### src/include/isb_consts.svh
/*
 Constants of the rate-smoothing buffer: register offsets, field
 positions, reset values and fill-count codes.
 Assumes it is included by bare name into the design and the bench.
*/
`ifndef ISB_CONSTS_SVH
`define ISB_CONSTS_SVH

// ----------------------------------------------------------------
// Register byte offsets
// ----------------------------------------------------------------
`define ISB_OFF_CTRL 5'h00
`define ISB_OFF_STAT 5'h04
`define ISB_OFF_DIN 5'h08
`define ISB_OFF_SVC 5'h0C
`define ISB_OFF_DOUT 5'h10
`define ISB_OFF_OPRES 5'h14
`define ISB_OFF_MODIFY 5'h18

// ----------------------------------------------------------------
// Control fields and codes
// ----------------------------------------------------------------
`define ISB_CTRL_WIDTH 1:0
`define ISB_CTRL_DIR 2
`define ISB_CTRL_OFF 4:3
`define ISB_W_ONE 2'h0
`define ISB_W_TWO 2'h1
`define ISB_CTRL_RST 5'h00

// ----------------------------------------------------------------
// Fill count, inverted form, and pointer reset
// ----------------------------------------------------------------
`define ISB_FILL_EMPTY 4'hF
`define ISB_FILL_FULL 4'h7
`define ISB_PTR_RST 3'h0

// ----------------------------------------------------------------
// Bus answers
// ----------------------------------------------------------------
`define ISB_RESP_OKAY 2'h0
`define ISB_RESP_SLVERR 2'h2

`endif

### src/include/isb_pkg.sv
/*
 Types of the rate-smoothing buffer: bus carriers, phase enum and the
 single state record of the design.
 Assumes isb_consts.svh is on the include path.
*/
package isb_pkg;

    // ----------------------------------------------------------------
    // AXI4-Lite carriers
    // ----------------------------------------------------------------
    typedef struct packed {
        logic awvalid;
        logic [4:0] awaddr;
        logic wvalid;
        logic [31:0] wdata;
        logic [3:0] wstrb;
        logic bready;
        logic arvalid;
        logic [4:0] araddr;
        logic rready;
    } isb_axi_req_t;

    typedef struct packed {
        logic awready;
        logic wready;
        logic bvalid;
        logic [1:0] bresp;
        logic arready;
        logic rvalid;
        logic [31:0] rdata;
        logic [1:0] rresp;
    } isb_axi_rsp_t;

    // Output-service phases
    typedef enum logic [1:0] {
        PH_IDLE,
        PH_ONE,
        PH_TWO,
        PH_FOUR
    } isb_phase_t;

    // Lanes packed A..D from the top: A at [35:27], presence at bit 8 of each
    typedef struct packed {
        logic [4:0] ctrl;
        logic [1:0] start_off;
        logic [1:0] boff;
        logic [2:0] write_pointer;
        logic [2:0] read_pointer;
        logic [2:0] location_select;
        logic [3:0] fill_count;
        logic [3:0] presence_generator;
        logic [3:0] saved_pres;
        logic memory_request_latch;
        logic input_loaded_flag;
        logic [31:0] mem_asm;
        logic [35:0] in_stage;
        logic [17:0] mid_stage;
        logic mid_valid;
        logic [35:0] out_stage;
        isb_phase_t phase;
        logic [7:0][35:0] lanes;
        logic aw_got;
        logic [4:0] awaddr;
        logic w_got;
        logic [31:0] wdata;
        logic bvalid;
        logic [1:0] bresp;
        logic rvalid;
        logic [31:0] rdata;
        logic [1:0] rresp;
    } isb_state_t;

endpackage : isb_pkg

### src/design/isb_buffer.sv
/*
 Rate-smoothing data buffer of a channel I/O processor: four byte lanes
 of eight locations, pointers, fill count, input, intermediate and
 output stages, output-service phase sequence, AXI4-Lite registers.
 Assumes one clock, synchronous active-low reset, inputs synchronous.
*/
// Functional notes
// - four lanes, eight nine-bit locations, presence bit
// - lane use follows device interface width
// - output commutation at input, alignment at output
// - input transfers decommutate at buffer output
// - location select takes write or read pointer
// - location select decodes as plain binary
// - write pointer increments, clears on chaining
// - read pointer advances, clears on chaining
// - inverted fill count, 1111 empty, 0111 full
// - presence modify steps read pointer back
// - input stage loads memory or device data
// - two-lane intermediate stage for narrow output
// - one-lane output: lane A takes first present input byte
// - clear written presence bits, lane A first
// - phase one builds presence, requests, counts
// - phase two saves generator into saved latch
// - phase four loads input stage, sets flag
// - byte offset realignment both directions
// - saved latch holds presence across update
`timescale 1ns/1ns
`include "isb_consts.svh"

module isb_buffer (
    input wire logic aclk,
    input wire logic aresetn,
    input wire isb_pkg::isb_axi_req_t s_req,
    output isb_pkg::isb_axi_rsp_t s_rsp
);
    import isb_pkg::*;

    // ----------------------------------------------------------------
    // Helpers
    // ----------------------------------------------------------------
    // Rotate toward later lanes by n whole lanes
    function automatic logic [35:0] rotr(input logic [35:0] x, input logic [1:0] n);
        case (n)
            2'd1: return {x[8:0], x[35:9]};
            2'd2: return {x[17:0], x[35:18]};
            2'd3: return {x[26:0], x[35:27]};
            default: return x;
        endcase
    endfunction : rotr

    function automatic logic [3:0] pres_of(input logic [35:0] x);
        return {x[35], x[26], x[17], x[8]};
    endfunction : pres_of

    // Lanes from offset up to offset+count-1, clipped at lane D
    function automatic logic [3:0] gen_pres(input logic [1:0] off, input logic [2:0] cnt);
        logic [3:0] g;
        g = 4'h0;
        for (int i = 0; i < 4; i++)
        begin
            if (3'(i) >= {1'b0, off} && 4'(i) < {2'b00, off} + {1'b0, cnt})
                g[3 - i] = 1'b1;
        end
        return g;
    endfunction : gen_pres

    isb_state_t s_r;
    isb_state_t s_n;
    logic do_wr;
    logic do_rd;
    logic do_mod;
    logic [1:0] width;
    logic out_dir;
    logic narrow;
    logic [35:0] lane_mask;
    logic [35:0] rd_word;
    logic [2:0] mod_loc;
    logic chain;

    assign width = s_r.ctrl[`ISB_CTRL_WIDTH];
    assign out_dir = s_r.ctrl[`ISB_CTRL_DIR];
    assign narrow = (width == `ISB_W_ONE) || (width == `ISB_W_TWO);
    // Unused lanes are masked so narrow interfaces never see stale bytes
    assign lane_mask = (width == `ISB_W_ONE) ? {{9{1'b1}}, 27'h0} :
                       (width == `ISB_W_TWO) ? {{18{1'b1}}, 18'h0} : {36{1'b1}};
    assign mod_loc = s_r.read_pointer - 3'd1;
    // Command chaining this cycle: every other buffer action yields to it
    assign chain = s_r.aw_got && s_r.w_got && !s_r.bvalid && s_r.awaddr == `ISB_OFF_CTRL;

    // ----------------------------------------------------------------
    // Next-state logic
    // ----------------------------------------------------------------
    always_comb
    begin
        s_n = s_r;
        do_wr = 1'b0;
        do_rd = 1'b0;
        do_mod = 1'b0;
        rd_word = 36'h0;

        // Output-service phase sequence
        case (s_r.phase)
            PH_ONE:
            begin
                s_n.presence_generator = gen_pres(s_r.boff, s_r.wdata[2:0]);
                s_n.memory_request_latch = 1'b1;
                s_n.boff = s_r.boff + 2'($countones(gen_pres(s_r.boff, s_r.wdata[2:0])));
                s_n.phase = PH_TWO;
            end
            PH_TWO:
            begin
                s_n.saved_pres = s_r.presence_generator;
                s_n.phase = PH_FOUR;
            end
            PH_FOUR:
            begin
                // Stage cleared, then data and saved presence placed in it
                s_n.in_stage = {s_r.saved_pres[3], s_r.mem_asm[31:24],
                                s_r.saved_pres[2], s_r.mem_asm[23:16],
                                s_r.saved_pres[1], s_r.mem_asm[15:8],
                                s_r.saved_pres[0], s_r.mem_asm[7:0]};
                s_n.input_loaded_flag = 1'b1;
                s_n.memory_request_latch = 1'b0;
                s_n.phase = PH_IDLE;
            end
            default: s_n.phase = PH_IDLE;
        endcase

        // Buffer write side; a full buffer holds the stage until a read frees room
        if (s_r.fill_count != `ISB_FILL_FULL)
        begin
            if (s_r.mid_valid)
            begin
                // Intermediate stage goes to lanes A and B
                s_n.lanes[s_r.write_pointer] = {s_r.mid_stage, 18'h0};
                s_n.mid_valid = 1'b0;
                do_wr = 1'b1;
            end
            else if (s_r.input_loaded_flag && !(out_dir && narrow))
            begin
                s_n.lanes[s_r.write_pointer] = s_r.in_stage & lane_mask;
                s_n.input_loaded_flag = 1'b0;
                do_wr = 1'b1;
            end
        end

        // Commutation into the intermediate stage for narrow output
        if (!s_r.mid_valid && s_r.input_loaded_flag && out_dir && narrow)
        begin
            s_n.mid_valid = 1'b1;
            if (width == `ISB_W_TWO)
            begin
                // Pair A,B while either is present, otherwise pair C,D
                if (s_r.in_stage[35] || s_r.in_stage[26])
                begin
                    s_n.mid_stage = s_r.in_stage[35:18];
                    s_n.in_stage[35] = 1'b0;
                    s_n.in_stage[26] = 1'b0;
                end
                else
                begin
                    s_n.mid_stage = s_r.in_stage[17:0];
                    s_n.in_stage[17] = 1'b0;
                    s_n.in_stage[8] = 1'b0;
                end
            end
            else if (s_r.in_stage[35])
            begin
                s_n.mid_stage = {s_r.in_stage[35:27], 9'h0};
                s_n.in_stage[35] = 1'b0;
            end
            else if (s_r.in_stage[26])
            begin
                s_n.mid_stage = {s_r.in_stage[26:18], 9'h0};
                s_n.in_stage[26] = 1'b0;
            end
            else if (s_r.in_stage[17])
            begin
                s_n.mid_stage = {s_r.in_stage[17:9], 9'h0};
                s_n.in_stage[17] = 1'b0;
            end
            else
            begin
                s_n.mid_stage = {s_r.in_stage[8:0], 9'h0};
                s_n.in_stage[8] = 1'b0;
            end
            // Stage is spent once no presence bit is left
            if (pres_of(s_n.in_stage) == 4'h0)
                s_n.input_loaded_flag = 1'b0;
        end

        // AXI4-Lite write address and data, taken in either order
        if (s_req.awvalid && !s_r.aw_got && !s_r.bvalid)
        begin
            s_n.aw_got = 1'b1;
            s_n.awaddr = s_req.awaddr;
        end
        if (s_req.wvalid && !s_r.w_got && !s_r.bvalid)
        begin
            s_n.w_got = 1'b1;
            s_n.wdata = s_req.wdata;
        end
        if (s_r.bvalid && s_req.bready)
            s_n.bvalid = 1'b0;

        // Register write effects
        if (s_r.aw_got && s_r.w_got && !s_r.bvalid)
        begin
            s_n.aw_got = 1'b0;
            s_n.w_got = 1'b0;
            s_n.bvalid = 1'b1;
            s_n.bresp = `ISB_RESP_OKAY;
            case (s_r.awaddr)
                `ISB_OFF_CTRL:
                begin
                    // Command chaining: pointers, count, input and intermediate stages start over
                    s_n.ctrl = s_r.wdata[4:0];
                    s_n.start_off = s_r.wdata[`ISB_CTRL_OFF];
                    s_n.boff = s_r.wdata[`ISB_CTRL_OFF];
                    s_n.write_pointer = `ISB_PTR_RST;
                    s_n.read_pointer = `ISB_PTR_RST;
                    s_n.fill_count = `ISB_FILL_EMPTY;
                    s_n.input_loaded_flag = 1'b0;
                    s_n.mid_valid = 1'b0;
                    s_n.memory_request_latch = 1'b0;
                    s_n.phase = PH_IDLE;
                    // A buffer write in the same cycle must not step the fresh pointers
                    do_wr = 1'b0;
                end
                `ISB_OFF_DIN:
                begin
                    // Device word loads only an idle stage, all bytes present
                    if (!out_dir && !s_r.input_loaded_flag)
                    begin
                        s_n.in_stage = {1'b1, s_r.wdata[31:24], 1'b1, s_r.wdata[23:16],
                                        1'b1, s_r.wdata[15:8], 1'b1, s_r.wdata[7:0]};
                        s_n.input_loaded_flag = 1'b1;
                    end
                    else if (out_dir)
                        s_n.mem_asm = s_r.wdata;
                end
                `ISB_OFF_SVC:
                begin
                    if (out_dir && s_r.phase == PH_IDLE && !s_r.input_loaded_flag)
                    begin
                        s_n.presence_generator = 4'h0;
                        s_n.phase = PH_ONE;
                    end
                end
                `ISB_OFF_DOUT:
                begin
                    if (s_r.fill_count != `ISB_FILL_EMPTY)
                    begin
                        do_rd = 1'b1;
                        rd_word = s_r.lanes[s_r.read_pointer];
                        if (!out_dir)
                        begin
                            // Word-aligned device data placed from the byte offset
                            s_n.out_stage = rotr(rd_word & lane_mask, s_r.boff);
                            s_n.boff = s_r.boff + 2'($countones(pres_of(rd_word & lane_mask)));
                        end
                        else if (narrow)
                            s_n.out_stage = rd_word;
                        else
                            s_n.out_stage = rotr(rd_word, 2'd0 - s_r.start_off);
                    end
                end
                `ISB_OFF_MODIFY:
                begin
                    // Location re-enters the buffer so the rest is read again
                    if (s_r.fill_count != `ISB_FILL_FULL && !do_wr)
                    begin
                        do_mod = 1'b1;
                        s_n.lanes[mod_loc] = s_r.lanes[mod_loc] &
                            ~{s_r.wdata[3], 8'h0, s_r.wdata[2], 8'h0,
                              s_r.wdata[1], 8'h0, s_r.wdata[0], 8'h0};
                    end
                end
                `ISB_OFF_STAT, `ISB_OFF_OPRES: s_n.bresp = `ISB_RESP_OKAY;
                default: s_n.bresp = `ISB_RESP_SLVERR;
            endcase
        end

        // Pointer, select and fill updates
        if (do_wr)
        begin
            s_n.write_pointer = s_r.write_pointer + 3'd1;
            s_n.location_select = s_r.write_pointer;
        end
        if (do_rd)
        begin
            s_n.read_pointer = s_r.read_pointer + 3'd1;
            s_n.location_select = s_r.read_pointer;
        end
        if (do_mod)
        begin
            s_n.read_pointer = mod_loc;
            s_n.location_select = mod_loc;
        end
        // Inverted count: a write counts down, a read counts up
        s_n.fill_count = s_n.fill_count - {3'h0, do_wr | do_mod} + {3'h0, do_rd};

        // AXI4-Lite read
        if (s_r.rvalid && s_req.rready)
            s_n.rvalid = 1'b0;
        if (s_req.arvalid && !s_r.rvalid)
        begin
            s_n.rvalid = 1'b1;
            s_n.rresp = `ISB_RESP_OKAY;
            case (s_req.araddr)
                `ISB_OFF_CTRL: s_n.rdata = {27'h0, s_r.ctrl};
                `ISB_OFF_STAT: s_n.rdata = {2'h0, s_r.mid_valid, s_r.boff,
                    s_r.presence_generator, s_r.saved_pres, pres_of(s_r.in_stage),
                    s_r.memory_request_latch, s_r.input_loaded_flag, s_r.fill_count,
                    s_r.location_select, s_r.read_pointer, s_r.write_pointer};
                `ISB_OFF_DOUT: s_n.rdata = {s_r.out_stage[34:27], s_r.out_stage[25:18],
                                            s_r.out_stage[16:9], s_r.out_stage[7:0]};
                `ISB_OFF_OPRES: s_n.rdata = {28'h0, pres_of(s_r.out_stage)};
                `ISB_OFF_DIN, `ISB_OFF_SVC, `ISB_OFF_MODIFY: s_n.rdata = 32'h0;
                default:
                begin
                    s_n.rdata = 32'h0;
                    s_n.rresp = `ISB_RESP_SLVERR;
                end
            endcase
        end
    end

    // ----------------------------------------------------------------
    // State register
    // ----------------------------------------------------------------
    always_ff @(posedge aclk)
    begin
        if (!aresetn)
        begin
            s_r <= '0;
            s_r.ctrl <= `ISB_CTRL_RST;
            s_r.fill_count <= `ISB_FILL_EMPTY;
            s_r.phase <= PH_IDLE;
        end
        else
            s_r <= s_n;
    end

    // Handshakes combinational, answers registered
    assign s_rsp.awready = !s_r.aw_got && !s_r.bvalid;
    assign s_rsp.wready = !s_r.w_got && !s_r.bvalid;
    assign s_rsp.bvalid = s_r.bvalid;
    assign s_rsp.bresp = s_r.bresp;
    assign s_rsp.arready = !s_r.rvalid;
    assign s_rsp.rvalid = s_r.rvalid;
    assign s_rsp.rdata = s_r.rdata;
    assign s_rsp.rresp = s_r.rresp;
endmodule : isb_buffer

### config.mk
export PLATFORM = sky130hd
export DESIGN_NAME = isb_buffer
export DESIGN_NICKNAME = d
export VERILOG_FILES = /design/src/include/isb_pkg.sv /design/src/design/isb_buffer.sv
export VERILOG_INCLUDE_DIRS = /design/src /design/src/include
export SDC_FILE = /design/constraint.sdc
export NUM_CORES = 1
export LEC_CHECK = 0
export BUFFER_PORTS_ARGS = -buffer_cell sky130_fd_sc_hd__buf_2
export CORE_MARGIN = 5
export CORE_UTILIZATION = 50
export CTS_CLUSTER_DIAMETER = 200
export DETAILED_ROUTE_END_ITERATION = 10
export PLACE_DENSITY_LB_ADDON = 0.25
export SLEW_MARGIN = 20
export SYNTH_ARGS = -nofsm -noshare
export SYNTH_HDL_FRONTEND = slang
export SYNTH_SLANG_ARGS = --single-unit
### constraint.sdc
create_clock -name aclk -period 8.4 [get_ports aclk]
set_clock_uncertainty 0.05 [all_clocks]
set_input_delay 0.42 -clock aclk [delete_from_list [all_inputs] [get_ports aclk]]
set_output_delay 0.42 -clock aclk [all_outputs]
set_load 0.05 [all_outputs]
==> results by stage <==
Status:
- The run finished with clean final reports.

Final layout:
- The post-layout utilization of the core is 55.02%.
- The number of nets at the end of the flow is 3470.
- The share of final-layout standard cells stronger than drive strength 1 is 11.00%.
- From synthesis to final layout, the design area changed by 9.583%.
- Excluding fillers, the count of instances in the completed layout stands at 4202.

STA:
- The fmax is 242.3 MHz.
- In this run the tightest slew margin relative to its limit is 17.15%.
- The worst slack on hold paths is 0.03017 ns.
- The final setup TNS is 0 ns.
- At the pin with the least slew margin, the transition time is 1.236 ns.
- The number of setup violations in the final report is 0.
- Counting I/O delays and the setup requirement, the final critical path takes 4.128 ns.
- Setup repair after global routing left no endpoint under its margin.
- The final hold violation count was 0.
- The final critical path takes up 49.14% of the cycle.
- The final number of max-transition violations is 0.

Worst setup path:
- STA puts the critical path data required time at between 8 and 9 ns.
- In this run the critical register-to-register path is captured at s_r[220].
- The kind of cell adding the most delay to the critical path is simple AND/OR/NAND/NOR gates.
- The signal arrival time at the worst endpoint is 4.56 ns.
- Counting both buffers and inverters, the worst setup path holds a total of 2.
- STA classifies the critical path endpoint as a register.
- The type of the setup path with the least slack is register to register.
- Measured in cells, the most critical reg-to-reg path has a length of 6.
- The delay of the slowest cell on the worst path is 1.12 ns.
- The largest fanout on the critical path is 23.
- In this run the register-to-register setup slack is 4.27 ns.
- The cell with the biggest individual delay on the critical path is sky130_fd_sc_hd__nor3_4.
- Walking the worst path, the cells encountered are buf_4 > clkinv_1 > nor3_4 > nand2_1 > a222oi_1 > a211oi_1.
- STA classifies the critical path startpoint as a register.
- In this run the critical register-to-register path is launched from s_r[510].

Placed design:
- Input and output buffers added on the ports amount to 87.
- The number of instances in the placed design is 4052.
- At the end of routability-driven placement, the weighted congestion stood at 0.9536.
- The detailed-placement wirelength estimate is 68840 um.

Job:
- The tool flagged a number of max-cap violations equal to 0.

Clock tree:
- The later pin in the worst-skew pair is clocked with a latency of 0.65 ns.
- Post-CTS repair changed the size of 0 cells.
- The maximum level of the CTS H-tree is 2.
- The library cell used as clock root buffer is sky130_fd_sc_hd__clkbuf_16.
- Clock tree synthesis inserted a total of 58 buffers.
- The TritonCTS clock tree is yes.
- The post-CTS repair timing setup buffer count is 0.
- No sink is reached through more buffers than the 3 on the longest clock path.
- Clock-pin slew was measured on the worst setup and hold paths at 0.06 ns.
- Clock tree synthesis found a total of 518 sinks.

Route:
- The via count normalized by instance count is a little under 7.
- In the detailed route, the total length drawn on met3 is 11430 um.
- For this block, wires on met1 add up to ~42000 um.
- The total number of vias is 28530.
- The number of optimization iterations in the first detailed-route pass is 6.
- The overall routed net length is between 100000 and 150000 um.
- After detailed routing, the average wire length per cell comes to approximately 26 um.
- The remaining routing DRC violations is 0.
- The top layer used by detailed routing is met4.
- The met2 layer wire length in the routed design is 47350 um.
- The antenna violation net count after detailed routing is 0.
- The count of routing violations after the opening detailed-route iteration is 4049.

Synthesis:
- The instance count of the mapped netlist is roughly 3500.
- The most used flip-flop cell after synthesis is sky130_fd_sc_hd__dfxtp_1.
- Of all flip-flops after synthesis, the portion carrying an async set or reset was 0%.
- The share of the Yosys chip area taken by registers is 36.77%.
- Counting distinct cell types in the post-synthesis netlist gives slightly below 90.
- The synthesized netlist occupies a cell area of 28200 um^2.
- The Yosys step of the flow raised 0 warnings.
- The mean instance size in the synthesized netlist is between 8 and 9 um^2.
- In this run, synthesis inferred 0 flip-flops with an integrated enable.
- Counting flops and latches in the post-synthesis netlist gives 518.

Hold path:
- The beginning of the worst hold path is s_req[2].
- The end point of the worst hold path is s_rsp[1].
- The worst hold path cell count is 3.
- The type of the tightest min-delay check is primary input to register.

Power and ir drop:
- The maximum vdd ir drop is approximately 0.18 mV.
- The part of the power in combinational logic is approximately 5.6%.
- The share of total power dissipated in the clock network is 48.7%.
- The design draws 5.617 mW.
- The analysis attributes to cell leakage a power of 10.54 nW.
- The power density over the cells is between 150 and 200 nW/um^2.
- The cell internal power dissipation is 4.249 mW.
- The part of the power in registers is 45.6%.
- In this run the power spent charging and discharging nets is between 1 and 1.5 mW.
- The switching part of the total is 24.35%.

Global routing:
- The remaining global-route overflow is 0.
- The first global-routing pass estimated around 160000 um of wire.
- Entering global routing, the biggest net connects between 200 and 250 pins.
- The number of antenna violations at the first check in global routing came to 0.
- The number of global-route vias before repair is about 27000.
- The overall routing resource usage is 33.71%.

Floorplan:
- The die is 247.5 um wide.
- The I/O pin count is 94.
- The die is around 250 um tall.
- The row count is 87.
- The core region is 56170 um^2.
- The initial utilization of the core area, before any placement, comes to about half.
- The die outline area is 61250 um^2.
[final cells by class]
type	instances	area [um^2]
fill	5228	25260
sequential	518	10380
tap	756	945.9
clock buffer	81	1679
timing repair buffer	178	1246
antenna	1	2.502
inverter	33	131.4
multi-input combinational	2608	16150
clock inverter	27	370.4
[synthesized netlist by cell type (45+ instances only)]
library cell / count / area, um^2
sky130_fd_sc_hd__mux4_2: 52 / 1171
sky130_fd_sc_hd__a21oi_1: 410 / 2052
sky130_fd_sc_hd__nand3_1: 55 / 275.3
sky130_fd_sc_hd__mux2i_1: 103 / 1031
sky130_fd_sc_hd__buf_4: 51 / 382.9
sky130_fd_sc_hd__clkbuf_1: 260 / 975.9
sky130_fd_sc_hd__nand2_1: 502 / 1884
sky130_fd_sc_hd__nor2_1: 488 / 1832
sky130_fd_sc_hd__o21ai_0: 162 / 810.8
sky130_fd_sc_hd__a211oi_1: 54 / 405.4
sky130_fd_sc_hd__a32oi_1: 45 / 394.1
sky130_fd_sc_hd__dfxtp_1: 518 / 10370
sky130_fd_sc_hd__a22oi_1: 228 / 1712
sky130_fd_sc_hd__a22o_1: 45 / 394.1
[logic make-up after synthesis]
| group | count (synthesis) | share of synthesized area, % |
|---|---|---|
| compound gates | 1200 | 28.02 |
| xor+xnor | 10 | 0.3372 |
| fa+ha+maj | 20 | 1.047 |
| buf+inv | 396 | 6.411 |
| flops | 518 | 36.77 |
| mux | 198 | 10.21 |
| other cells | 1 | 0.01330 |
| simple gates | 1178 | 17.19 |
[layer usage]
layer,track usage (%),vias to the layer above
li1,-,12570
met5,0,-
met2,51.69,1703
met4,20.56,0
met1,43.73,13850
met3,7.054,409
[power by group through the flow]
stage                     logic [mW]  clock network [mW]  registers, mW
after floorplan                0.231                   0           2.60
after global placement         0.284                   0           2.61
after detailed placement       0.296                   0           2.61
after CTS                      0.312                2.76           2.56
after global routing           0.350                2.86           2.57
final                          0.317                2.74           2.56
[worst min-delay path, cell delays in order]
cell	delay, ns
sky130_fd_sc_hd__buf_2	0.09
sky130_fd_sc_hd__a311oi_1	0.04
sky130_fd_sc_hd__a21oi_1	0.13
[stage by stage]
step	setup WS (ns)	area, um^2
4_1_cts	4.390	30860
2_1_floorplan	5.163	28210
3_3_place_gp	4.371	28410
3_5_place_dp	4.399	28410
6_report	4.272	30900
5_1_grt	4.085	30900
[placed cells by master (no fill, tap or decap), types with 16 or more instances in the layout]
master / instances
sky130_fd_sc_hd__a211oi_1: 54
sky130_fd_sc_hd__a21oi_1: 410
sky130_fd_sc_hd__a221oi_1: 16
sky130_fd_sc_hd__a222oi_1: 28
sky130_fd_sc_hd__a22o_1: 45
sky130_fd_sc_hd__a22oi_1: 228
sky130_fd_sc_hd__a31oi_1: 29
sky130_fd_sc_hd__a32oi_1: 45
sky130_fd_sc_hd__buf_2: 87
sky130_fd_sc_hd__buf_4: 47
sky130_fd_sc_hd__clkbuf_16: 59
sky130_fd_sc_hd__dfxtp_1: 513
sky130_fd_sc_hd__dlygate4sd3_1: 40
sky130_fd_sc_hd__inv_1: 26
sky130_fd_sc_hd__mux2_2: 25
sky130_fd_sc_hd__mux2i_1: 103
sky130_fd_sc_hd__mux4_2: 52
sky130_fd_sc_hd__nand2_1: 499
sky130_fd_sc_hd__nand3_1: 54
sky130_fd_sc_hd__nor2_1: 480
sky130_fd_sc_hd__nor3_1: 24
sky130_fd_sc_hd__o211a_1: 24
sky130_fd_sc_hd__o211ai_1: 43
sky130_fd_sc_hd__o21ai_0: 161
sky130_fd_sc_hd__o221ai_1: 18
sky130_fd_sc_hd__o22ai_1: 16
sky130_fd_sc_hd__o2bb2ai_1: 17
[registers in the layout, indices dropped and copies added (netlist names)]
name	count
s_r	481
s_rsp	36
out_dir	1
[timing repair]
action                                  in CTS  in global routing
hold buffers                                40                  0
hold endpoints to repair                    39                  0
endpoints found under the setup margin       0                  0
[how the worst max path moves through the flow]
stage | cells past startpoint | slack, ns | to | from
floorplan | 13 | 5.16 | s_r[514] | s_r[513]
global placement | 11 | 4.37 | s_r[514] | s_r[508]
detailed placement | 11 | 4.40 | s_r[514] | s_r[508]
CTS | 11 | 4.39 | s_r[514] | s_r[508]
global route | 12 | 4.08 | s_r[514] | s_r[513]
finish | 6 | 4.27 | s_r[220] | s_r[510]
Power figures use the tool's default switching activity.
